--- src/verilog/dau_pkg.sv ---
// package: types and constants of the dual address unit router
// Operation
// - Replicate byte x4 or halfword x2 on stores.
// - Align then sign or zero extend loads, moves.
// - Global source replicate also serves register moves.
// - Local bus moves D data or local arithmetic.
// - Lone local store uses global data port.
// - Lone local D load returns via global port.
// - Register move completes in one cycle.
// - Arithmetic results route to destination buses.
// - Lone local result may reach any register.
// - Otherwise local unit register must be D.
// - Each unit uses its own register subset.
// - Dual transfer, remote local address: two cycles.
// - Non-D data operands displace global unit.
// - Conditional operations forbid parallel local unit.
// - Twelve modes; address then execute stage.
// - Base plus scaled index or immediate, 32 bits.
// - Pre-index sends sum, post-index sends base.
// - Optional sum written back to address register.
// - Address issued in address cycle; data later.
// - Global unit always on global port.
// - Busy global port: local port, else divert.
// - Two hardwired per-core relative bases.
// - Scale index by one or two bits.
// - Immediate widths 3/15 or 4/16 bits.
// - Write strobes select addressed byte or halfword.
`default_nettype none
package dau_pkg;
	// ====================
	// sizes and defaults
	localparam int DAU_DW = 32;
	localparam int DAU_FIFO_DEPTH = 4;
	localparam logic [31:0] DAU_PBA_DEF = 32'h0100_0000;
	localparam logic [31:0] DAU_DBA_DEF = 32'h0000_0000;
	localparam logic [31:0] DAU_LRAM_BASE_DEF = 32'h0000_0000;
	localparam logic [31:0] DAU_LRAM_MASK_DEF = 32'hffff_8000;
	// ====================
	// immediate widths and index scaling
	localparam int DAU_SHORT_HW = 3;
	localparam int DAU_SHORT_B = 4;
	localparam int DAU_LONG_HW = 15;
	localparam int DAU_LONG_B = 16;
	localparam logic [1:0] DAU_SCALE_HALF = 2'h1;
	localparam logic [1:0] DAU_SCALE_WORD = 2'h2;
	// ====================
	// register subsets
	localparam logic [3:0] DAU_AREG_SKIP_L = 4'h5;
	localparam logic [3:0] DAU_AREG_SKIP_G = 4'hd;
	localparam logic [3:0] DAU_XREG_MAX_L = 4'h2;
	localparam logic [3:0] DAU_XREG_MIN_G = 4'h8;
	localparam logic [3:0] DAU_XREG_MAX_G = 4'ha;
	localparam logic [2:0] DAU_DREG_GROUP = 3'h0;
	// ====================
	// mode field: [3] immediate, [2:1] kind, [0] subtract
	localparam int DAU_MODE_IMM = 3;
	localparam logic [1:0] DAU_KIND_PRE = 2'h0;
	localparam logic [1:0] DAU_KIND_PREWB = 2'h1;
	localparam logic [1:0] DAU_KIND_POSTWB = 2'h2;
	localparam logic [1:0] DAU_KIND_BAD = 2'h3;
	// ====================
	// types
	typedef enum logic [1:0] {
		DAU_SZ_BYTE = 2'b00, DAU_SZ_HALF = 2'b01, DAU_SZ_WORD = 2'b10
	} dau_size_e;
	typedef enum logic [2:0] {
		DAU_OP_NONE = 3'b000, DAU_OP_LOAD = 3'b001, DAU_OP_STORE = 3'b010,
		DAU_OP_ARITH = 3'b011, DAU_OP_MOVE = 3'b100
	} dau_op_e;
	typedef enum logic [1:0] {
		DAU_BASE_AREG = 2'b00, DAU_BASE_PBA = 2'b01, DAU_BASE_DBA = 2'b10
	} dau_base_e;
	typedef enum logic [1:0] {
		DAU_ST_IDLE = 2'b00, DAU_ST_ISSUE = 2'b01, DAU_ST_DIVERT = 2'b10
	} dau_state_e;
	typedef logic [5:0] dau_reg_t;
	typedef struct packed {
		dau_op_e op;
		logic [3:0] mode;
		dau_base_e baseSel;
		logic [3:0] aReg;
		logic [31:0] aVal;
		logic [3:0] xReg;
		logic [31:0] xVal;
		logic longImm;
		logic [15:0] imm;
		logic scale;
		dau_size_e size;
		logic sext;
		dau_reg_t dst;
		logic [31:0] sData;
	} dau_unit_s;
	typedef struct packed {
		dau_unit_s gu;
		dau_unit_s lu;
		logic duNonD;
		logic cond;
	} dau_instr_s;
	typedef struct packed {
		logic req;
		logic we;
		logic [31:0] addr;
		logic [31:0] wdata;
		logic [3:0] strb;
	} dau_port_s;
	typedef struct packed {
		logic valid;
		dau_reg_t dst;
		logic [31:0] data;
	} dau_wb_s;
	typedef struct packed {
		logic valid;
		dau_size_e size;
		logic sext;
		logic [1:0] off;
		logic toLds;
		dau_reg_t dst;
	} dau_exec_s;
endpackage
`default_nettype wire

--- src/verilog/dau_fifo.sv ---
// fifo: flip-flop buffer with valid/ready on both sides
`default_nettype none
module dau_fifo #(
	parameter int WIDTH = 8,
	parameter int DEPTH = 4
) (
	// clock and reset
	input wire logic clk_sys,
	input wire logic rst_n,
	// fill side
	input wire logic inValid,
	output logic inReady,
	input wire logic [WIDTH-1:0] inData,
	// drain side
	output logic outValid,
	input wire logic outReady,
	output logic [WIDTH-1:0] outData
);
	localparam int AW = $clog2(DEPTH);
	if (DEPTH < 2 || (DEPTH & (DEPTH - 1)) != 0) begin : g_bad_depth
		$error("DEPTH must be a power of two, at least 2");
	end
	logic [WIDTH-1:0] mem [DEPTH];
	logic [AW-1:0] wrPtr_q;
	logic [AW-1:0] rdPtr_q;
	logic [AW:0] count_q;
	logic push;
	logic pop;
	assign push = inValid && inReady;
	assign pop = outValid && outReady;
	assign outValid = count_q != '0;
	assign outData = mem[rdPtr_q];
	always_ff @(posedge clk_sys or negedge rst_n) begin
		if (!rst_n) begin
			wrPtr_q <= '0;
			rdPtr_q <= '0;
			count_q <= '0;
			inReady <= 1'b0;
		end else begin
			if (push) wrPtr_q <= wrPtr_q + 1'b1;
			if (pop) rdPtr_q <= rdPtr_q + 1'b1;
			count_q <= count_q + (AW+1)'(push) - (AW+1)'(pop);
			inReady <= (count_q + (AW+1)'(push) - (AW+1)'(pop)) != (AW+1)'(DEPTH);
		end
	end
	always_ff @(posedge clk_sys) begin
		if (push) mem[wrPtr_q] <= inData;
	end
endmodule // dau_fifo
`default_nettype wire

--- src/verilog/dau_top.sv ---
// top: address generation and port routing for the local and global address units
`default_nettype none
module dau_top #(
	parameter logic [31:0] PBA = dau_pkg::DAU_PBA_DEF,
	parameter logic [31:0] DBA = dau_pkg::DAU_DBA_DEF,
	parameter logic [31:0] LRAM_BASE = dau_pkg::DAU_LRAM_BASE_DEF,
	parameter logic [31:0] LRAM_MASK = dau_pkg::DAU_LRAM_MASK_DEF
) (
	// clock and reset
	input wire logic clk_sys,
	input wire logic rst_n,
	// instruction stream
	input wire logic instrValid,
	output logic instrReady,
	input wire dau_pkg::dau_instr_s instrData,
	// global memory port
	output var dau_pkg::dau_port_s gPort,
	input wire logic gGnt,
	input wire logic [31:0] gRdata,
	// local memory port
	output var dau_pkg::dau_port_s lPort,
	input wire logic lGnt,
	input wire logic [31:0] lRdata,
	// register writes
	output var dau_pkg::dau_wb_s gDst,
	output var dau_pkg::dau_wb_s lds,
	output var dau_pkg::dau_wb_s gAregWb,
	output var dau_pkg::dau_wb_s lAregWb,
	// pipeline status
	output logic stall,
	output logic illegal
);
	import dau_pkg::*;

	if (PBA[1:0] != 2'b00 || DBA[1:0] != 2'b00) begin : g_bad_base
		$error("relative bases must be word aligned");
	end

	// ====================
	// data helpers
	function automatic logic [31:0] replicate(input logic [31:0] d, input dau_size_e sz);
		case (sz)
			DAU_SZ_BYTE: replicate = {4{d[7:0]}};
			DAU_SZ_HALF: replicate = {2{d[15:0]}};
			default: replicate = d;
		endcase
	endfunction

	function automatic logic [3:0] strobes(input dau_size_e sz, input logic [1:0] off);
		case (sz)
			DAU_SZ_BYTE: strobes = 4'h1 << off;
			DAU_SZ_HALF: strobes = off[1] ? 4'hc : 4'h3;
			default: strobes = 4'hf;
		endcase
	endfunction

	function automatic logic [31:0] alignExt(input logic [31:0] d, input logic [1:0] off,
		input dau_size_e sz, input logic sx);
		logic [31:0] sh;
		sh = d >> {(sz == DAU_SZ_HALF) ? {off[1], 1'b0} : off, 3'b000};
		case (sz)
			DAU_SZ_BYTE: alignExt = {{24{sx & sh[7]}}, sh[7:0]};
			DAU_SZ_HALF: alignExt = {{16{sx & sh[15]}}, sh[15:0]};
			default: alignExt = d;
		endcase
	endfunction

	function automatic logic isD(input dau_reg_t r);
		isD = r[5:3] == DAU_DREG_GROUP;
	endfunction

	function automatic logic isMem(input dau_op_e op);
		isMem = op == DAU_OP_LOAD || op == DAU_OP_STORE;
	endfunction

	// ====================
	// instruction buffer
	logic fifoValid;
	logic accept;
	dau_instr_s ins;
	dau_fifo #(.WIDTH($bits(dau_instr_s)), .DEPTH(DAU_FIFO_DEPTH)) u_fifo (
		.clk_sys(clk_sys),
		.rst_n(rst_n),
		.inValid(instrValid),
		.inReady(instrReady),
		.inData(instrData),
		.outValid(fifoValid),
		.outReady(accept),
		.outData(ins)
	);

	// ====================
	// address generation, index 0 local, 1 global
	dau_unit_s u [2];
	logic [31:0] agAddr [2];
	logic [31:0] agNext [2];
	logic agWb [2];
	logic [1:0] modeBad;
	assign u[0] = ins.lu;
	assign u[1] = ins.gu;

	always_comb begin
		logic [31:0] base;
		logic [31:0] idx;
		logic [31:0] sum;
		base = '0;
		idx = '0;
		sum = '0;
		for (int i = 0; i < 2; i++) begin
			case (u[i].baseSel)
				DAU_BASE_PBA: base = PBA;
				DAU_BASE_DBA: base = DBA;
				default: base = u[i].aVal;
			endcase
			if (u[i].mode[DAU_MODE_IMM]) begin
				if (u[i].size == DAU_SZ_BYTE)
					idx = u[i].longImm ? 32'(u[i].imm[DAU_LONG_B-1:0])
						: 32'(u[i].imm[DAU_SHORT_B-1:0]);
				else
					idx = u[i].longImm ? 32'(u[i].imm[DAU_LONG_HW-1:0])
						: 32'(u[i].imm[DAU_SHORT_HW-1:0]);
			end else begin
				idx = u[i].xVal;
			end
			if (u[i].scale && u[i].size == DAU_SZ_HALF) idx = idx << DAU_SCALE_HALF;
			if (u[i].scale && u[i].size == DAU_SZ_WORD) idx = idx << DAU_SCALE_WORD;
			sum = u[i].mode[0] ? base - idx : base + idx;
			agAddr[i] = (u[i].mode[2:1] == DAU_KIND_POSTWB) ? base : sum;
			agNext[i] = sum;
			agWb[i] = u[i].mode[2:1] != DAU_KIND_PRE;
			modeBad[i] = u[i].mode[2:1] == DAU_KIND_BAD;
		end
	end

	// ====================
	// decode checks
	logic ill;
	logic lAct;
	logic gAct;
	always_comb begin
		lAct = u[0].op != DAU_OP_NONE;
		gAct = u[1].op != DAU_OP_NONE;
		ill = 1'b0;
		if (lAct) begin
			if (u[0].op == DAU_OP_MOVE || modeBad[0]) ill = 1'b1;
			if (u[0].baseSel == DAU_BASE_AREG && (u[0].aReg[3] || u[0].aReg == DAU_AREG_SKIP_L))
				ill = 1'b1;
			if (!u[0].mode[DAU_MODE_IMM] && u[0].xReg > DAU_XREG_MAX_L) ill = 1'b1;
			if (ins.cond) ill = 1'b1;
			if ((gAct || ins.duNonD) && !isD(u[0].dst)) ill = 1'b1;
		end
		if (gAct) begin
			if (u[1].op != DAU_OP_MOVE && modeBad[1]) ill = 1'b1;
			if (u[1].op != DAU_OP_MOVE && u[1].baseSel == DAU_BASE_AREG
				&& (!u[1].aReg[3] || u[1].aReg == DAU_AREG_SKIP_G)) ill = 1'b1;
			if (u[1].op != DAU_OP_MOVE && !u[1].mode[DAU_MODE_IMM]
				&& (u[1].xReg < DAU_XREG_MIN_G || u[1].xReg > DAU_XREG_MAX_G)) ill = 1'b1;
			if (ins.duNonD) ill = 1'b1;
		end
	end

	// ====================
	// routing decisions
	dau_state_e state_q;
	dau_state_e state_d;
	dau_exec_s gExec_q;
	dau_exec_s lExec_q;
	logic both;
	logic lIsLocal;
	logic divert_d;
	logic divert_q;
	dau_port_s gReq;
	dau_port_s lReq;
	dau_exec_s gInfo;
	dau_exec_s lInfo;
	dau_exec_s gInfo_q;
	dau_exec_s lInfo_q;
	dau_port_s divReq_q;
	dau_exec_s divInfo_q;
	logic issueDone;

	assign accept = fifoValid && state_q == DAU_ST_IDLE && !gExec_q.valid && !lExec_q.valid;
	assign both = isMem(u[0].op) && isMem(u[1].op);
	assign lIsLocal = (agAddr[0] & LRAM_MASK) == LRAM_BASE;
	assign divert_d = accept && !ill && both && !lIsLocal;
	assign issueDone = (!gPort.req || gGnt) && (!lPort.req || lGnt);

	always_comb begin
		dau_unit_s s;
		logic k;
		k = !isMem(u[1].op);
		s = k ? u[0] : u[1];
		gReq.req = accept && !ill && isMem(s.op);
		gReq.we = s.op == DAU_OP_STORE;
		gReq.addr = k ? agAddr[0] : agAddr[1];
		gReq.wdata = replicate(s.sData, s.size);
		gReq.strb = strobes(s.size, gReq.addr[1:0]);
		gInfo = '{valid: 1'b1, size: s.size, sext: s.sext, off: gReq.addr[1:0],
			toLds: k && isD(s.dst), dst: s.dst};
		lReq.req = accept && !ill && both;
		lReq.we = u[0].op == DAU_OP_STORE;
		lReq.addr = agAddr[0];
		lReq.wdata = replicate(u[0].sData, u[0].size);
		lReq.strb = strobes(u[0].size, agAddr[0][1:0]);
		lInfo = '{valid: 1'b1, size: u[0].size, sext: u[0].sext, off: agAddr[0][1:0],
			toLds: 1'b1, dst: u[0].dst};
	end

	// ====================
	// sequencing
	always_comb begin
		state_d = state_q;
		case (state_q)
			DAU_ST_IDLE: if (gReq.req || lReq.req) state_d = DAU_ST_ISSUE;
			DAU_ST_ISSUE: if (issueDone) state_d = divert_q ? DAU_ST_DIVERT : DAU_ST_IDLE;
			DAU_ST_DIVERT: if (gGnt) state_d = DAU_ST_IDLE;
			default: state_d = DAU_ST_IDLE;
		endcase
	end

	always_ff @(posedge clk_sys or negedge rst_n) begin
		if (!rst_n) begin
			state_q <= DAU_ST_IDLE;
			stall <= 1'b0;
			illegal <= 1'b0;
		end else begin
			state_q <= state_d;
			stall <= state_d != DAU_ST_IDLE;
			illegal <= accept && ill;
		end
	end

	always_ff @(posedge clk_sys or negedge rst_n) begin
		if (!rst_n) begin
			divert_q <= 1'b0;
			divReq_q <= '0;
			divInfo_q <= '0;
		end else if (accept) begin
			divert_q <= divert_d;
			divReq_q <= lReq;
			divReq_q.req <= 1'b1;
			divInfo_q <= lInfo;
			divInfo_q.toLds <= 1'b0;
		end
	end

	// ====================
	// memory ports
	always_ff @(posedge clk_sys or negedge rst_n) begin
		if (!rst_n) begin
			gPort <= '0;
			gInfo_q <= '0;
		end else if (accept) begin
			gPort <= gReq;
			gInfo_q <= gInfo;
		end else if (state_q == DAU_ST_ISSUE && issueDone && divert_q) begin
			gPort <= divReq_q;
			gInfo_q <= divInfo_q;
			gInfo_q.toLds <= 1'b1;
		end else if (gGnt) begin
			gPort.req <= 1'b0;
		end
	end

	always_ff @(posedge clk_sys or negedge rst_n) begin
		if (!rst_n) begin
			lPort <= '0;
			lInfo_q <= '0;
		end else if (accept) begin
			lPort <= lIsLocal ? lReq : '0;
			lInfo_q <= lInfo;
		end else if (lGnt) begin
			lPort.req <= 1'b0;
		end
	end

	// ====================
	// execute stage: load data returns the cycle after the grant
	always_ff @(posedge clk_sys or negedge rst_n) begin
		if (!rst_n) begin
			gExec_q <= '0;
			lExec_q <= '0;
		end else begin
			gExec_q <= gInfo_q;
			gExec_q.valid <= gPort.req && gGnt && !gPort.we;
			lExec_q <= lInfo_q;
			lExec_q.valid <= lPort.req && lGnt && !lPort.we;
		end
	end

	// ====================
	// register writes
	logic [31:0] gLoad;
	logic [31:0] moveVal;
	logic lArithAny;
	assign gLoad = alignExt(gRdata, gExec_q.off, gExec_q.size, gExec_q.sext);
	assign moveVal = u[1].mode[0] ? replicate(u[1].sData, u[1].size)
		: alignExt(u[1].sData, u[1].imm[1:0], u[1].size, u[1].sext);
	assign lArithAny = !gAct && !ins.duNonD && !isD(u[0].dst);

	always_ff @(posedge clk_sys or negedge rst_n) begin
		if (!rst_n) begin
			gDst <= '0;
		end else if (gExec_q.valid && !gExec_q.toLds) begin
			gDst <= '{valid: 1'b1, dst: gExec_q.dst, data: gLoad};
		end else if (accept && !ill && u[1].op == DAU_OP_MOVE) begin
			gDst <= '{valid: 1'b1, dst: u[1].dst, data: moveVal};
		end else if (accept && !ill && u[1].op == DAU_OP_ARITH) begin
			gDst <= '{valid: 1'b1, dst: u[1].dst, data: agAddr[1]};
		end else if (accept && !ill && u[0].op == DAU_OP_ARITH && lArithAny) begin
			gDst <= '{valid: 1'b1, dst: u[0].dst, data: agAddr[0]};
		end else begin
			gDst.valid <= 1'b0;
		end
	end

	always_ff @(posedge clk_sys or negedge rst_n) begin
		if (!rst_n) begin
			lds <= '0;
		end else if (lExec_q.valid) begin
			lds <= '{valid: 1'b1, dst: lExec_q.dst,
				data: alignExt(lRdata, lExec_q.off, lExec_q.size, lExec_q.sext)};
		end else if (gExec_q.valid && gExec_q.toLds) begin
			lds <= '{valid: 1'b1, dst: gExec_q.dst, data: gLoad};
		end else if (accept && !ill && u[0].op == DAU_OP_ARITH && !lArithAny) begin
			lds <= '{valid: 1'b1, dst: u[0].dst, data: agAddr[0]};
		end else begin
			lds.valid <= 1'b0;
		end
	end

	always_ff @(posedge clk_sys or negedge rst_n) begin
		if (!rst_n) begin
			gAregWb <= '0;
			lAregWb <= '0;
		end else begin
			gAregWb <= '{valid: accept && !ill && gAct && u[1].op != DAU_OP_MOVE && agWb[1],
				dst: 6'(u[1].aReg), data: agNext[1]};
			lAregWb <= '{valid: accept && !ill && lAct && agWb[0],
				dst: 6'(u[0].aReg), data: agNext[0]};
		end
	end
endmodule // dau_top
`default_nettype wire
--- config.mk ---
export PLATFORM = sky130hd
export DESIGN_NAME = dau_top
export DESIGN_NICKNAME = d
export VERILOG_FILES = /design/src/verilog/dau_pkg.sv /design/src/verilog/dau_fifo.sv /design/src/verilog/dau_top.sv
export SDC_FILE = /design/constraint.sdc
export NUM_CORES = 2
export LEC_CHECK = 0
export BUFFER_PORTS_ARGS = -buffer_cell sky130_fd_sc_hd__buf_2
export CORE_MARGIN = 8
export CORE_UTILIZATION = 25
export CTS_BUF_LIST = sky130_fd_sc_hd__clkbuf_16
export DETAILED_ROUTE_END_ITERATION = 10
export PLACE_DENSITY = 0.37
export SLEW_MARGIN = 0
export SYNTH_ARGS = -nofsm -noshare
export SYNTH_HDL_FRONTEND = slang
export SYNTH_SLANG_ARGS = --single-unit
--- constraint.sdc ---
create_clock -name clk_sys -period 14.2 [get_ports clk_sys]
set_clock_uncertainty 0.05 [all_clocks]
set_input_delay 2.84 -clock clk_sys [delete_from_list [all_inputs] [get_ports clk_sys]]
set_output_delay 2.84 -clock clk_sys [all_outputs]
set_load 0.02 [all_outputs]
==> impl_metrics.ini <==
[global_route]
grt_pass1_wl_um = 396500
grt_pass1_vias = 46410
track_usage_pct = 18.88
antenna_found_initial = 163
grt_max_degree = 117
gr-total-overflow = 0

[clocking]
cts.sinks = 1547
h-tree-depth = 4
cts_setup_buffers = 0
clock_latency_ns = 0.92
tritoncts = done
cts_buffer_depth = 4
clk_pin_slew_ns = 0.06
cts-resized-gates = 0
cts_hold_buf = 0
root_buffer = clkbuf_16
numCtsBuffers = 188

[synth]
synthTopCellsByArea = edfxtp_1 48%, dfrtp_1 15%, mux4_2 7.8%, nand2_1 2.7%, a21oi_1 2.2%
synth_edf_count = 1128
ys_warn_count = 0
synth_top_area_cell = edfxtp_1
synth_cell_types = 116
yosysMostFrequentCell = edfxtp_1
seq_area_frac_synth_pct = 63.40
postSynthRegisterBits = 1547
synthCells = 4937
synth_ff_type = edfxtp_1
synth_area_per_cell_um2 = 14.17
yosysTopAreaCellShare_pct = 48.41
ys_async_sr_fraction_pct = 27.08
syn_area_mm2 = 0.06997
yosys-top-cells-count = 1128 x edfxtp_1, 500 x nand2_1, 419 x dfrtp_1, 304 x a21oi_1

[critical_path]
cp_slowest_cell = mux2i_1
worstSetupPathType = flip-flop to flip-flop
cp_common_cell = buf_4
worst_ep_arrival_time_ns = 10.32
crit_fanout = 44
cp-start-kind = flip-flop
cpPeakStageDelay_ns = 0.89
path_cells = buf_4, mux4_2, nand3b_2, nand2_1, o221ai_1, nand4b_1, nor4_1, nand2b_1, nor3b_1, a21oi_1, xor2_1, ha_1, a21o_1, a31oi_1, nor2_1, or3_1, o211a_1, o31ai_1, mux2i_1, nand3_1, nor4_2, and3_2, buf_4, a32o_1
endpoint_kind = flip-flop
cp.required_ns = 14.94

[cells_and_area]
post-route-util_pct = 29.88
final_area_mm2 = 0.08334
area_growth_pct = 19.11
nNetsFinal = 5990
layout-drive-gt1-share_pct = 24.25

[floorplan]
dieArea_mm2 = 0.2971
initial_utilization_pct = 25.09
rows = 194
core_area_mm2 = 0.2789
pin_count = 650
die_x_um = 545.0
fp.dieH_um = 545.0

[sta]
drv_slew = 0
setup_viol_count_final = 0
tightest_slew_ns = 1.254
setup_slack_ns = 4.624
hold_violations = 0
layout_worst_path_cycle_share_pct = 67.44
tns_ns = 0
rsz0062_at_grt = no
finalCriticalPeriod_ns = 9.576
max_freq_ghz = 0.1044
max_slew_margin_pct = 15.73

[route]
first_iter_violations = 3821
ant_nets = 0
wl_um = 291000
drc = 0
wl_per_cell_um = 30.68
via_count = 46360
drt_pass1_iterations = 5
via_per_inst = 4.888

[flow_run]
cap_violations = 0

[placement]
globalplace.congestion = 0.8507
port_buffers = 645
dpl.hpwl_um = 212300
placed_cell_area_mm2 = 0.07703
post-place-ws_ns = 4.678

[outcome]
status = finished, final reports clean

[hold_path]
min_path_type = flip-flop to flip-flop
## path summary, 6_finish.rpt
| kind | from | end | slack, ns | cells after the start |
|---|---|---|---|---|
| max in group asynchronous | rst_n | gAregWb[0]$_DFF_PN0_ | 9.88 | 3 |
| setup / recovery | u_fifo.rdPtr_q[1]$_DFFE_PN0P_ | lPort[33]$_DFFE_PN0P_ | 4.62 | 24 |
| hold / removal | gInfo_q[9]$_DFFE_PN0P_ | gExec_q[9]$_DFF_PN0_ | 0.26 | 0 |
| hold reg to reg | gInfo_q[9]$_DFFE_PN0P_ | gExec_q[9]$_DFF_PN0_ | 0.26 | 0 |
| setup reg to reg | u_fifo.rdPtr_q[1]$_DFFE_PN0P_ | lPort[33]$_DFFE_PN0P_ | 4.62 | 24 |
| min in group asynchronous | rst_n | lPort[56]$_DFFE_PN0P_ | 1.85 | 1 |
## state kept, by name, indices dropped and copies added, names as in the netlist
name,count
divInfo_q,1
divReq_q,69
divert_q,1
gAregWb,37
gDst,39
gExec_q,13
gInfo_q,10
gPort,70
illegal,1
lAregWb,37
lExec_q,12
lInfo_q,9
lPort,70
lds,39
stall,1
state_q,2
u_fifo.count_q,3
u_fifo.inReady,1
u_fifo.mem,1128
u_fifo.rdPtr_q,2
u_fifo.wrPtr_q,2
## layout make-up
cell class	count	area (um2)
Sequential cell	1547	44370
Multi-Input combinational cell	3000	23610
Inverter	82	310.3
Tap cell	3724	4659
Clock inverter	157	1424
Antenna cell	41	102.6
Timing Repair Buffer	743	4086
Fill cell	28220	195600
Clock buffer	191	4780
## logic make-up after synthesis
kind of cell / count (synthesis) / share of synthesized area [%]
flip-flops: 1547 / 63.40
AND/OR/NAND/NOR: 1220 / 8.294
adder cells (fa/ha/maj): 77 / 1.409
multiplexers: 443 / 11.73
XOR/XNOR: 116 / 1.463
buffers and inverters: 393 / 3.069
AO/OA/AOI/OAI: 1140 / 10.63
other: 1 / 0.005360
## metrics by stage
step                      hold WS (ns)  std cells
after CTS                       0.2468       9444
after detailed placement        0.3134       9096
final                           0.2587       9485
after global placement          0.3078       9096
after floorplan                 0.2988       4940
after global routing            0.2689       9459
## critical path: cells and delay by family, from the launching register on
kind                     cells  cell delay, ns
adder cells (fa/ha/maj)      1            0.42
XOR/XNOR                     1            0.19
multiplexers                 2            1.45
flip-flops                   1            0.84
buffers and inverters        2            1.17
AO/OA/AOI/OAI                7            2.05
AND/OR/NAND/NOR             11            3.23
## metal layers
| metal | part of all wire (%) | vias to the layer above | GRT usage (%) |
|---|---|---|---|
| li1 | - | 20320 | - |
| met1 | 44 | 23810 | 25.68 |
| met2 | 44 | 1636 | 29.31 |
| met3 | 8.2 | 517 | 5.661 |
| met4 | 3.3 | 82 | 5.116 |
| met5 | 0.18 | - | 0 |
## cells in the final DEF, fill, tap and decap left out, types with 82 or more instances in the layout
| cell | count |
|---|---|
| clkbuf_16 | 191 |
| nor2b_1 | 97 |
| buf_4 | 89 |
| a21oi_1 | 303 |
| buf_2 | 644 |
| mux4_2 | 241 |
| mux2i_1 | 120 |
| edfxtp_1 | 1128 |
| nor2_1 | 271 |
| dfrtp_1 | 416 |
| nand2_1 | 500 |
| o21ai_0 | 271 |
| a21o_1 | 82 |
| inv_1 | 126 |
Power is left out: the tool's default activity adds up to more than one toggle a clock period on the data nets, which glitch-free logic cannot reach.
